[src/common/gph_pkg.sv]
/*
 * Package for the two-port pin control slice: register byte offsets,
 * port widths, bus answers and the pad bundles carried to the pin ring.
 * Assumes one 32-bit register bus with 8 address bits decoded.
 */
`default_nettype none

package gph_pkg;

    // ******************************************************************
    // Widths
    // ******************************************************************
    localparam int ADDR_W = 8;
    localparam int H_W    = 8;
    localparam int I_W    = 4;
    localparam int INT_W  = 3;

    // ******************************************************************
    // Register byte offsets
    // ******************************************************************
    localparam logic [7:0] OFS_I_DATA   = 8'h00;
    localparam logic [7:0] OFS_I_OE     = 8'h04;
    localparam logic [7:0] OFS_I_OD     = 8'h28;
    localparam logic [7:0] OFS_I_PU     = 8'h2C;
    localparam logic [7:0] OFS_I_PD     = 8'h30;
    localparam logic [7:0] OFS_I_IE     = 8'h38;
    localparam logic [7:0] OFS_H_DATA   = 8'h40;
    localparam logic [7:0] OFS_H_OE     = 8'h44;
    localparam logic [7:0] OFS_H_FSEL   = 8'h48;
    localparam logic [7:0] OFS_H_OD     = 8'h68;
    localparam logic [7:0] OFS_H_PU     = 8'h6C;
    localparam logic [7:0] OFS_H_PD     = 8'h70;
    localparam logic [7:0] OFS_H_IE     = 8'h78;
    localparam logic [7:0] OFS_IRQ_STAT = 8'h80;
    localparam logic [7:0] OFS_IRQ_MASK = 8'h84;

    // ******************************************************************
    // Reset values and bus answers
    // ******************************************************************
    localparam logic [7:0]  RST_CFG     = 8'h00;
    localparam logic [1:0]  RESP_OKAY   = 2'h0;
    localparam logic [1:0]  RESP_SLVERR = 2'h2;

    // ******************************************************************
    // Pad bundles
    // ******************************************************************
    typedef struct packed {
        logic [H_W-1:0] out;
        logic [H_W-1:0] oe;
        logic [H_W-1:0] pu;
        logic [H_W-1:0] pd;
    } gph_pads_h_t;

    typedef struct packed {
        logic [I_W-1:0] out;
        logic [I_W-1:0] oe;
        logic [I_W-1:0] pu;
        logic [I_W-1:0] pd;
    } gph_pads_i_t;

endpackage

`default_nettype wire

[src/core/gph_pin_ctrl.sv]
/*
 * Pin control for an eight-pin port (with three external interrupt
 * inputs) and a four-pin port, behind an AXI4-Lite register slave.
 * Assumes pad inputs synchronous to clock and a pad ring that resolves
 * out/oe/pull into the pin level.
 */
// Function
// - Eight-pin function-select bits 2..0 keep external interrupt 2..0 live in deep standby.
// - Function-select bits 31..3 read zero and ignore writes.
// - Eight-pin drive-type bit per pin: 0 push-pull, 1 open-drain.
// - Eight-pin pull-up enable bit per pin; bits 31..8 read zero.
// - Eight-pin pull-down enable bit per pin; upper bits read zero.
// - Eight-pin input-enable bit per pin; 0 blocks the pin input.
// - Four-pin port gives four pins usable as input or output.
// - Four-pin port direction is set per pin, not per port.
// - After reset four-pin port has input, output and pulls off.
// - Four-pin data at 0x0000, output enable at 0x0004.
// - Four-pin drive type at 0x0028, pull-up at 0x002C.
// - Four-pin pull-down at 0x0030, input enable at 0x0038.
// - After reset eight-pin port has input, output and pulls off.
// - Outside deep standby, interrupt input live whenever input enabled.
`default_nettype none

module gph_pin_ctrl (
    input  wire logic                         clock,
    input  wire logic                         reset_n,
    input  wire logic [gph_pkg::ADDR_W-1:0]   s_axi_awaddr,
    input  wire logic                         s_axi_awvalid,
    output logic                              s_axi_awready,
    input  wire logic [31:0]                  s_axi_wdata,
    input  wire logic [3:0]                   s_axi_wstrb,
    input  wire logic                         s_axi_wvalid,
    output logic                              s_axi_wready,
    output logic [1:0]                        s_axi_bresp,
    output logic                              s_axi_bvalid,
    input  wire logic                         s_axi_bready,
    input  wire logic [gph_pkg::ADDR_W-1:0]   s_axi_araddr,
    input  wire logic                         s_axi_arvalid,
    output logic                              s_axi_arready,
    output logic [31:0]                       s_axi_rdata,
    output logic [1:0]                        s_axi_rresp,
    output logic                              s_axi_rvalid,
    input  wire logic                         s_axi_rready,
    input  wire logic                         standby_stop,
    input  wire logic                         standby_pin_drive_keep,
    input  wire logic [gph_pkg::H_W-1:0]      pin_h_in,
    input  wire logic [gph_pkg::I_W-1:0]      pin_i_in,
    output gph_pkg::gph_pads_h_t              pads_h,
    output gph_pkg::gph_pads_i_t              pads_i,
    output logic [gph_pkg::INT_W-1:0]         external_interrupt,
    output logic                              irq
);

    // ******************************************************************
    // Storage
    // ******************************************************************
    logic [gph_pkg::H_W-1:0]   data_h_q, oe_h_q, od_h_q, pu_h_q, pd_h_q;
    logic [gph_pkg::H_W-1:0]   ie_h_q;
    logic [gph_pkg::INT_W-1:0] fsel_h_q;
    logic [gph_pkg::I_W-1:0]   data_i_q, oe_i_q, od_i_q, pu_i_q, pd_i_q;
    logic [gph_pkg::I_W-1:0]   ie_i_q;
    logic [gph_pkg::INT_W-1:0] stat_q, mask_q, ext_q, ext_d;
    logic                      irq_q;
    gph_pkg::gph_pads_h_t      pads_h_q, pads_h_d;
    gph_pkg::gph_pads_i_t      pads_i_q, pads_i_d;

    logic                        aw_got_q, w_got_q, awready_q, wready_q;
    logic                        bvalid_q, arready_q, rvalid_q;
    logic [1:0]                  bresp_q, rresp_q;
    logic [31:0]                 wdata_q, rdata_q, rdata_d;
    logic [3:0]                  wstrb_q;
    logic [gph_pkg::ADDR_W-1:0]  awaddr_q, waddr, raddr;
    logic                        wr_fire, rd_fire, rd_ok;
    logic [7:0]                  wbyte;

    assign waddr   = {awaddr_q[gph_pkg::ADDR_W-1:2], 2'h0};
    assign raddr   = {s_axi_araddr[gph_pkg::ADDR_W-1:2], 2'h0};
    assign wr_fire = aw_got_q && w_got_q && !bvalid_q;
    assign rd_fire = s_axi_arvalid && arready_q;
    // Only the low byte lane holds live bits; other lanes are discarded.
    assign wbyte   = wstrb_q[0] ? wdata_q[7:0] : 8'h00;

    function automatic logic is_mapped(input logic [7:0] a);
        unique case (a)
            gph_pkg::OFS_I_DATA, gph_pkg::OFS_I_OE, gph_pkg::OFS_I_OD,
            gph_pkg::OFS_I_PU, gph_pkg::OFS_I_PD, gph_pkg::OFS_I_IE,
            gph_pkg::OFS_H_DATA, gph_pkg::OFS_H_OE, gph_pkg::OFS_H_FSEL,
            gph_pkg::OFS_H_OD, gph_pkg::OFS_H_PU, gph_pkg::OFS_H_PD,
            gph_pkg::OFS_H_IE, gph_pkg::OFS_IRQ_STAT,
            gph_pkg::OFS_IRQ_MASK: is_mapped = 1'b1;
            default:              is_mapped = 1'b0;
        endcase
    endfunction

    // ******************************************************************
    // Write channel
    // ******************************************************************
    always_ff @(posedge clock) begin
        if (!reset_n) begin
            aw_got_q  <= 1'b0;
            w_got_q   <= 1'b0;
            awready_q <= 1'b0;
            wready_q  <= 1'b0;
            bvalid_q  <= 1'b0;
            bresp_q   <= gph_pkg::RESP_OKAY;
            awaddr_q  <= '0;
            wdata_q   <= '0;
            wstrb_q   <= '0;
        end else begin
            if (s_axi_awvalid && awready_q) begin
                aw_got_q  <= 1'b1;
                awready_q <= 1'b0;
                awaddr_q  <= s_axi_awaddr;
            end else if (!aw_got_q && !bvalid_q) begin
                awready_q <= 1'b1;
            end
            if (s_axi_wvalid && wready_q) begin
                w_got_q  <= 1'b1;
                wready_q <= 1'b0;
                wdata_q  <= s_axi_wdata;
                wstrb_q  <= s_axi_wstrb;
            end else if (!w_got_q && !bvalid_q) begin
                wready_q <= 1'b1;
            end
            if (wr_fire) begin
                aw_got_q <= 1'b0;
                w_got_q  <= 1'b0;
                bvalid_q <= 1'b1;
                bresp_q  <= is_mapped(waddr) ? gph_pkg::RESP_OKAY
                                             : gph_pkg::RESP_SLVERR;
            end else if (bvalid_q && s_axi_bready) begin
                bvalid_q <= 1'b0;
            end
        end
    end

    // ******************************************************************
    // Eight-pin port configuration
    // ******************************************************************
    always_ff @(posedge clock) begin
        if (!reset_n) begin
            data_h_q <= gph_pkg::RST_CFG;
            oe_h_q   <= gph_pkg::RST_CFG;
            od_h_q   <= gph_pkg::RST_CFG;
            pu_h_q   <= gph_pkg::RST_CFG;
            pd_h_q   <= gph_pkg::RST_CFG;
            ie_h_q   <= gph_pkg::RST_CFG;
            fsel_h_q <= '0;
        end else if (wr_fire && wstrb_q[0]) begin
            unique case (waddr)
                gph_pkg::OFS_H_DATA: data_h_q <= wbyte;
                gph_pkg::OFS_H_OE:   oe_h_q   <= wbyte;
                gph_pkg::OFS_H_FSEL: fsel_h_q <= wbyte[2:0];
                gph_pkg::OFS_H_OD:   od_h_q   <= wbyte;
                gph_pkg::OFS_H_PU:   pu_h_q   <= wbyte;
                gph_pkg::OFS_H_PD:   pd_h_q   <= wbyte;
                gph_pkg::OFS_H_IE:   ie_h_q   <= wbyte;
                default: ;
            endcase
        end
    end

    // ******************************************************************
    // Four-pin port configuration
    // ******************************************************************
    always_ff @(posedge clock) begin
        if (!reset_n) begin
            data_i_q <= '0;
            oe_i_q   <= '0;
            od_i_q   <= '0;
            pu_i_q   <= '0;
            pd_i_q   <= '0;
            ie_i_q   <= '0;
        end else if (wr_fire && wstrb_q[0]) begin
            unique case (waddr)
                gph_pkg::OFS_I_DATA: data_i_q <= wbyte[3:0];
                gph_pkg::OFS_I_OE:   oe_i_q   <= wbyte[3:0];
                gph_pkg::OFS_I_OD:   od_i_q   <= wbyte[3:0];
                gph_pkg::OFS_I_PU:   pu_i_q   <= wbyte[3:0];
                gph_pkg::OFS_I_PD:   pd_i_q   <= wbyte[3:0];
                gph_pkg::OFS_I_IE:   ie_i_q   <= wbyte[3:0];
                default: ;
            endcase
        end
    end

    // ******************************************************************
    // Pad drive
    // ******************************************************************
    // Drivers drop in deep standby unless software asked to keep them;
    // pulls stay as programmed so a released line does not float.
    logic drive_ok;
    assign drive_ok = !standby_stop || standby_pin_drive_keep;

    for (genvar b = 0; b < gph_pkg::H_W; b++) begin : g_pad_h
        always_comb begin
            pads_h_d.out[b] = data_h_q[b] && !od_h_q[b];
            pads_h_d.oe[b]  = oe_h_q[b] && drive_ok
                              && (!od_h_q[b] || !data_h_q[b]);
            pads_h_d.pu[b]  = pu_h_q[b];
            pads_h_d.pd[b]  = pd_h_q[b];
        end
    end

    for (genvar b = 0; b < gph_pkg::I_W; b++) begin : g_pad_i
        always_comb begin
            pads_i_d.out[b] = data_i_q[b] && !od_i_q[b];
            pads_i_d.oe[b]  = oe_i_q[b] && drive_ok
                              && (!od_i_q[b] || !data_i_q[b]);
            pads_i_d.pu[b]  = pu_i_q[b];
            pads_i_d.pd[b]  = pd_i_q[b];
        end
    end

    always_ff @(posedge clock) begin
        if (!reset_n) begin
            pads_h_q <= '0;
            pads_i_q <= '0;
        end else begin
            pads_h_q <= pads_h_d;
            pads_i_q <= pads_i_d;
        end
    end

    // ******************************************************************
    // External interrupt inputs and event flags
    // ******************************************************************
    // In deep standby only pins routed to the interrupt function stay live;
    // otherwise input enable alone is enough, so unused ones must be
    // disabled by software.
    for (genvar k = 0; k < gph_pkg::INT_W; k++) begin : g_ext
        assign ext_d[k] = pin_h_in[k] && ie_h_q[k]
                          && (!standby_stop || fsel_h_q[k]);
    end

    always_ff @(posedge clock) begin
        if (!reset_n) begin
            ext_q  <= '0;
            stat_q <= '0;
            mask_q <= '0;
            irq_q  <= 1'b0;
        end else begin
            ext_q <= ext_d;
            // A new rising edge wins over a same-cycle write-one clear.
            if (wr_fire && wstrb_q[0] && waddr == gph_pkg::OFS_IRQ_STAT) begin
                stat_q <= (stat_q & ~wbyte[2:0]) | (ext_d & ~ext_q);
            end else begin
                stat_q <= stat_q | (ext_d & ~ext_q);
            end
            if (wr_fire && wstrb_q[0] && waddr == gph_pkg::OFS_IRQ_MASK) begin
                mask_q <= wbyte[2:0];
            end
            // A set mask bit keeps its flag off the interrupt line.
            irq_q <= |(stat_q & ~mask_q);
        end
    end

    // ******************************************************************
    // Read channel
    // ******************************************************************
    always_comb begin
        rdata_d = 32'h0000_0000;
        rd_ok   = is_mapped(raddr);
        unique case (raddr)
            gph_pkg::OFS_I_DATA:
                rdata_d[3:0] = (pin_i_in & ie_i_q) | (data_i_q & ~ie_i_q);
            gph_pkg::OFS_I_OE:     rdata_d[3:0] = oe_i_q;
            gph_pkg::OFS_I_OD:     rdata_d[3:0] = od_i_q;
            gph_pkg::OFS_I_PU:     rdata_d[3:0] = pu_i_q;
            gph_pkg::OFS_I_PD:     rdata_d[3:0] = pd_i_q;
            gph_pkg::OFS_I_IE:     rdata_d[3:0] = ie_i_q;
            gph_pkg::OFS_H_DATA:
                rdata_d[7:0] = (pin_h_in & ie_h_q) | (data_h_q & ~ie_h_q);
            gph_pkg::OFS_H_OE:     rdata_d[7:0] = oe_h_q;
            gph_pkg::OFS_H_FSEL:   rdata_d[2:0] = fsel_h_q;
            gph_pkg::OFS_H_OD:     rdata_d[7:0] = od_h_q;
            gph_pkg::OFS_H_PU:     rdata_d[7:0] = pu_h_q;
            gph_pkg::OFS_H_PD:     rdata_d[7:0] = pd_h_q;
            gph_pkg::OFS_H_IE:     rdata_d[7:0] = ie_h_q;
            gph_pkg::OFS_IRQ_STAT: rdata_d[2:0] = stat_q;
            gph_pkg::OFS_IRQ_MASK: rdata_d[2:0] = mask_q;
            default: ;
        endcase
    end

    always_ff @(posedge clock) begin
        if (!reset_n) begin
            arready_q <= 1'b0;
            rvalid_q  <= 1'b0;
            rdata_q   <= '0;
            rresp_q   <= gph_pkg::RESP_OKAY;
        end else if (rd_fire) begin
            arready_q <= 1'b0;
            rvalid_q  <= 1'b1;
            rdata_q   <= rdata_d;
            rresp_q   <= rd_ok ? gph_pkg::RESP_OKAY : gph_pkg::RESP_SLVERR;
        end else if (rvalid_q && s_axi_rready) begin
            rvalid_q  <= 1'b0;
        end else if (!rvalid_q) begin
            arready_q <= 1'b1;
        end
    end

    assign s_axi_awready      = awready_q;
    assign s_axi_wready       = wready_q;
    assign s_axi_bvalid       = bvalid_q;
    assign s_axi_bresp        = bresp_q;
    assign s_axi_arready      = arready_q;
    assign s_axi_rvalid       = rvalid_q;
    assign s_axi_rdata        = rdata_q;
    assign s_axi_rresp        = rresp_q;
    assign pads_h             = pads_h_q;
    assign pads_i             = pads_i_q;
    assign external_interrupt = ext_q;
    assign irq                = irq_q;
endmodule // gph_pin_ctrl

`default_nettype wire

[config.mk]
export PLATFORM = sky130hd
export DESIGN_NAME = gph_pin_ctrl
export DESIGN_NICKNAME = d
export VERILOG_FILES = /design/src/common/gph_pkg.sv /design/src/core/gph_pin_ctrl.sv
export SDC_FILE = /design/constraint.sdc
export NUM_CORES = 1
export LEC_CHECK = 0
export ABC_AREA = 1
export BUFFER_PORTS_ARGS = -buffer_cell sky130_fd_sc_hd__buf_2
export CAP_MARGIN = 20
export CORE_ASPECT_RATIO = 0.5
export CORE_MARGIN = 2
export CORE_UTILIZATION = 57
export DETAILED_ROUTE_END_ITERATION = 10
export PLACE_DENSITY = 0.85
export SLEW_MARGIN = 30
export SYNTH_ARGS = -nofsm -noshare
export SYNTH_HDL_FRONTEND = slang
export SYNTH_SLANG_ARGS = --single-unit
[constraint.sdc]
create_clock -name clock -period 3.2 [get_ports clock]
set_clock_uncertainty 0.05 [all_clocks]
set_input_delay 0.16 -clock clock [delete_from_list [all_inputs] [get_ports clock]]
set_output_delay 0.16 -clock clock [all_outputs]
set_load 0.01 [all_outputs]
* Word-level counts from Yosys, hierarchy flattened
Cells that the tools add are included.
** Word-level totals
- Register bits :: 169
- Bits of input ports :: 73
- Output and inout port bits :: 93
** Cells by class
- Equal/unequal tests :: 28
- Muxes and demuxes :: 15
- Bitwise gates (word level) :: 19
- Reductions and logical operators :: 123
** Operators with widths (count)
- equality test 6 x 5 -> 1 bit, second input constant :: 14
- logical AND 1 bit :: 54
- equality test 6 x 4 -> 1 bit, second input constant :: 8
- case mux 3 bit (15 select lines) :: 1
- OR reduction 15 bit :: 2
- logical NOT 1 bit :: 28
- AND reduction 2 bit :: 14
- equality test 6 bit, second input constant :: 4
- case mux 4 bit (6 select lines) :: 1
- AND 8 bit :: 2
- logical NOT 8 bit :: 2
- logical OR 1 bit :: 16
- equality test 6 x 1 -> 1 bit, second input constant :: 2
- case mux 1 bit (12 select lines) :: 1
- AND 3 bit :: 3
- NOT 3 bit :: 3
- AND 4 bit :: 2
- two-way mux 1 bit :: 8
- two-way mux 8 bit :: 1
- NOT 8 bit :: 1
- OR 8 bit :: 1
- OR reduction 2 bit :: 4
- OR 3 bit :: 2
- two-way mux 2 bit :: 2
- 6 further kinds :: 9

* Logic depth before layout (Yosys ltp)
- Depth in word-level cells :: 6
- Mapped depth :: 11
- Depth with buffers taken out :: 11

* Worst setup path before layout
Ideal clock, no wire load.
- Path kind :: register -> register
- Start point :: register bvalid_q, in the netlist s_axi_bvalid
- End point :: register stat_q[0] in the netlist's numbering
- Data arrival time :: 1.298 ns
- Data required time :: 3.012 ns
- Path slack :: 1.714 ns
- Cell stages (with the launch flop) :: 7
- Buffers on the path :: 1
- Period minus slack after synthesis :: 1.486 ns
- Cells stage by stage :: dfxtp_1 > nor3_4 > nand2_2 > buf_6 > or2_1 > o21ai_1 > o32ai_1
** Between the ends
- Longest elaborated chain between the ends :: 5
** Ends and longest elaborated chain
- start, declared :: RTL line gph_pin_ctrl.sv:68 : logic bvalid_q, arready_q, rvalid_q;
- start signal, assigned :: RTL line gph_pin_ctrl.sv:104 : bvalid_q <= 1'b0;
- start signal, assigned :: RTL line gph_pin_ctrl.sv:128 : bvalid_q <= 1'b1;
- start signal, assigned :: RTL line gph_pin_ctrl.sv:132 : bvalid_q <= 1'b0;
- logical NOT 1 bit :: RTL line gph_pin_ctrl.sv:78 : assign wr_fire = aw_got_q && w_got_q && !bvalid_q;
- logical AND 1 bit :: RTL line gph_pin_ctrl.sv:78
- logical AND 1 bit (2 in series) :: RTL line gph_pin_ctrl.sv:245 : if (wr_fire && wstrb_q[0] && waddr == gph_pkg::OFS_IRQ_STAT) begin
- two-way mux 3 bit :: RTL line gph_pin_ctrl.sv:245
- end signal, assigned :: RTL line gph_pin_ctrl.sv:246 : stat_q <= (stat_q & ~wbyte[2:0]) | (ext_d & ~ext_q);
- end signal, assigned :: RTL line gph_pin_ctrl.sv:248 : stat_q <= stat_q | (ext_d & ~ext_q);
- end, declared :: RTL line gph_pin_ctrl.sv:62 : logic [gph_pkg::INT_W-1:0] stat_q, mask_q, ext_q, ext_d;
Every way passes these cells.
A chain may end at the register's enable or synchronous reset.

* Worst setup path after layout
- Start point :: register wstrb_q[0]
- End point :: register od_h_q[0] in the netlist's numbering
** Between the ends
- Longest elaborated chain between the ends :: 2
- Elaborated cells between the ends (all ways) :: 3
** Ends and longest elaborated chain
- start, declared :: RTL line gph_pin_ctrl.sv:71 : logic [3:0] wstrb_q;
- start signal, assigned :: RTL line gph_pin_ctrl.sv:121 : wstrb_q <= s_axi_wstrb;
- logical AND 1 bit :: RTL line gph_pin_ctrl.sv:149 : end else if (wr_fire && wstrb_q[0]) begin
- AND reduction 2 bit (no line)
- end signal, assigned :: RTL line gph_pin_ctrl.sv:144 : od_h_q <= gph_pkg::RST_CFG;
- end signal, assigned :: RTL line gph_pin_ctrl.sv:154 : gph_pkg::OFS_H_OD: od_h_q <= wbyte;
- end, declared :: RTL line gph_pin_ctrl.sv:57 : logic [gph_pkg::H_W-1:0] data_h_q, oe_h_q, od_h_q, pu_h_q, pd_h_q;
Parallel ways exist; a longest one is shown, timed or not.

==> flow_summary.ini <==
[timing]
timing_hold_violations_final = 0
setup_violations = 0
drv_slew = 0
relSlewSlack = 0.478
max_freq_mhz = 491
grt_setup_unrepaired = false
setup_tns_ps = 0
holdWs_ps = 22.9
finalCritPeriodShare = 0.636
fin_crit_ps = 2040
worstMarginPinSlew_ps = 782

[worst_setup_path]
regToRegEndpoint = od_h_q[0]
crit_required_ps = 3490
slowest_stage = nor2_2
cp-start-kind = flip-flop
arrival_ps = 2330
critPathKind = reg -> reg
crit_fanout = 16
ff2ff_path_depth = 4
rrSetupSlack_ps = 1160
path_cells = nand2_2 > nor2_2 > o21ai_0 > a21oi_1
max_stage_delay_ps = 620
timing.rr.start = wstrb_q[0]
crit_path_end_kind = flip-flop

[final_layout]
syn2layout_area_growth_pct = 19.1
fillers = 911
drive_gt1_frac = 0.163
mostFrequentLayoutCells = dfxtp_1 (165), nand2_1 (133), a21oi_1 (109)
layout_commonest_cell = dfxtp_1
nets = 1077
n_antenna_cell = 0

[power]
max-vdd-ir-drop_mv = 0.311
p_sw_frac = 0.247
power_density_nw_per_um2 = 531
cellLeakagePower_nw = 3.69
power_frac_clock = 0.445
pwr-share-seq = 0.493
internal_power_mw = 3.21
comb_power_share = 0.062
switchingPower_mw = 1.05

[clocking]
numCtsBuffers = 17
insertion_delay_ps = 420
ctsResizeCount = 0
cts_root_buf = clkbuf_16
cts_sinks = 165
cts_tree = built
clk_pin_slew_ps = 70
htree_levels = 4
clockBufferDepth = 2

[hold_path]
hold_class = in -> reg
hold_depth = 3
min_from = s_axi_wdata[2]
holdPathEnd = wdata_q[2]

[logic_synthesis]
ys_seq_area_frac = 0.491
ys_ff_latch = 165
syn_inst = 888
postSynthAreaPerCell_um2 = 7.58
synth_cell_types = 34
syn-cell-area_um2 = 6730
ys_warn_count = 0

[global_routing]
track_usage = 0.292
grt_pass1_wl_um = 28600
grt_antenna_before_repair = 0
grt_max_degree = 129
grt_pass1_vias = 5766
grt.overflow.total = 0

[die]
dieArea_um2 = 12800
io_pins = 166
core_area_um2 = 11200
rows = 27
die_y_um = 80.9
die-width_um = 158
initial_core_util = 0.599

[routing]
avgViaCountPerCell = 5.47
ant_nets = 0
routed_wl_um = 18000
drt-initial-drc-count = 634
wire_per_inst_um = 15.3
vias = 6436
first_pass_iters = 5
drc = 0

[place]
dp_hpwl_um = 12600
io_buffers = 108
gp_congestion = 1.00

[run]
drv_cap = 0

[run_status]
status = finished clean
==> cell usage after synthesis (all sizes together) <==
| cell | instances | area [µm²] |
|---|---|---|
| o21ai | 109 | 546 |
| clkinv | 1 | 3.75 |
| clkbuf | 23 | 86.3 |
| conb | 1 | 3.75 |
| a211oi | 15 | 113 |
| nor3b | 1 | 7.51 |
| o22ai | 1 | 6.26 |
| o32ai | 2 | 17.5 |
| nor3 | 14 | 86.3 |
| o221ai | 1 | 8.76 |
| nand2 | 134 | 505 |
| inv | 102 | 383 |
| a221oi | 1 | 8.76 |
| nand4 | 13 | 81.3 |
| or2 | 1 | 6.26 |
| dfxtp | 165 | 3300 |
| a21oi | 109 | 546 |
| nand3 | 52 | 260 |
| nor2 | 93 | 394 |
| a2111oi | 7 | 61.3 |
| o2111a | 1 | 11.3 |
| o31ai | 1 | 7.51 |
| buf | 40 | 279 |
| o2bb2ai | 1 | 8.76 |
==> layer usage <==
layer	vias up	part of all wire	GRT usage
met2	332	0.45	0.468
met1	2936	0.45	0.396
met3	34	0.086	0.0619
met5	-	0	0
li1	3134	-	-
met4	0	0.018	0.101
==> how the worst max path moves through the flow <==
| stage | from | endpoint | cells after the start |
|---|---|---|---|
| 3_5_place_dp | s_axi_araddr[6] | s_axi_rdata[2] | 11 |
| 2_1_floorplan | s_axi_bvalid | stat_q[0] | 6 |
| 5_1_grt | wstrb_q[0] | data_h_q[6] | 6 |
| 6_report | wstrb_q[0] | od_h_q[0] | 4 |
| 3_3_place_gp | s_axi_araddr[6] | s_axi_rdata[1] | 11 |
| 4_1_cts | wstrb_q[0] | od_h_q[0] | 4 |
==> power by group through the flow <==
stage / Combinational (mW) / Sequential (mW) / Clock, mW
finish: 0.266 / 2.10 / 1.89
global route: 0.292 / 2.10 / 2.00
CTS: 0.259 / 2.10 / 1.90
detailed placement: 0.237 / 2.15 / 0
global placement: 0.234 / 2.14 / 0
floorplan: 0.175 / 2.14 / 0
==> final cells by class <==
type                    count  area, µm²  share of cell area
clock buffers              20        457              0.0570
inverters                 103        387              0.0482
multi-input cells         582       2780               0.346
flip-flops and latches    165       3300               0.412
well taps                 159        199              0.0248
clock inverters            12       95.1              0.0119
repair buffers            135        802               0.100
==> worst max-delay path: cells and delay by family (launching register included) <==
kind	cells	cell delay, ps
AND/OR/NAND/NOR	2	950
AO/OA/AOI/OAI	2	350
flip-flops	1	590
==> cell families after synthesis <==
logic type / after synthesis / share of synthesized area
buffers and inverters: 166 / 0.112
flip-flops: 165 / 0.491
AO/OA/AOI/OAI: 248 / 0.198
other: 1 / 0.000557
AND/OR/NAND/NOR: 308 / 0.199
==> timing repair <==
item / in CTS / in global routing
hold buffers: 22 / 0
endpoints found under the hold margin: 19 / 0
buffers inserted: 0 / 0
==> flip-flops by register name, summed over array words and instances, names as in the netlist, 6 cells and up <==
register	count
pads_h	32
pads_i	16
data_h_q	8
ie_h_q	8
od_h_q	8
oe_h_q	8
pd_h_q	8
pu_h_q	8
s_axi_rdata	8
wdata_q	8
awaddr_q	6
==> per-stage QoR <==
stage	std cells	instance area [µm²]	utilization	setup WS (ps)	total power, mW
floorplan	913	6830	-	1710	2.32
global placement	1122	7240	0.644	1320	2.38
detailed placement	1122	7240	0.644	1250	2.38
CTS	1176	8010	0.712	1220	4.26
global route	1176	8020	0.713	990	4.39
finish	1176	8020	0.713	1160	4.26
Power figures use the tool's default switching activity.
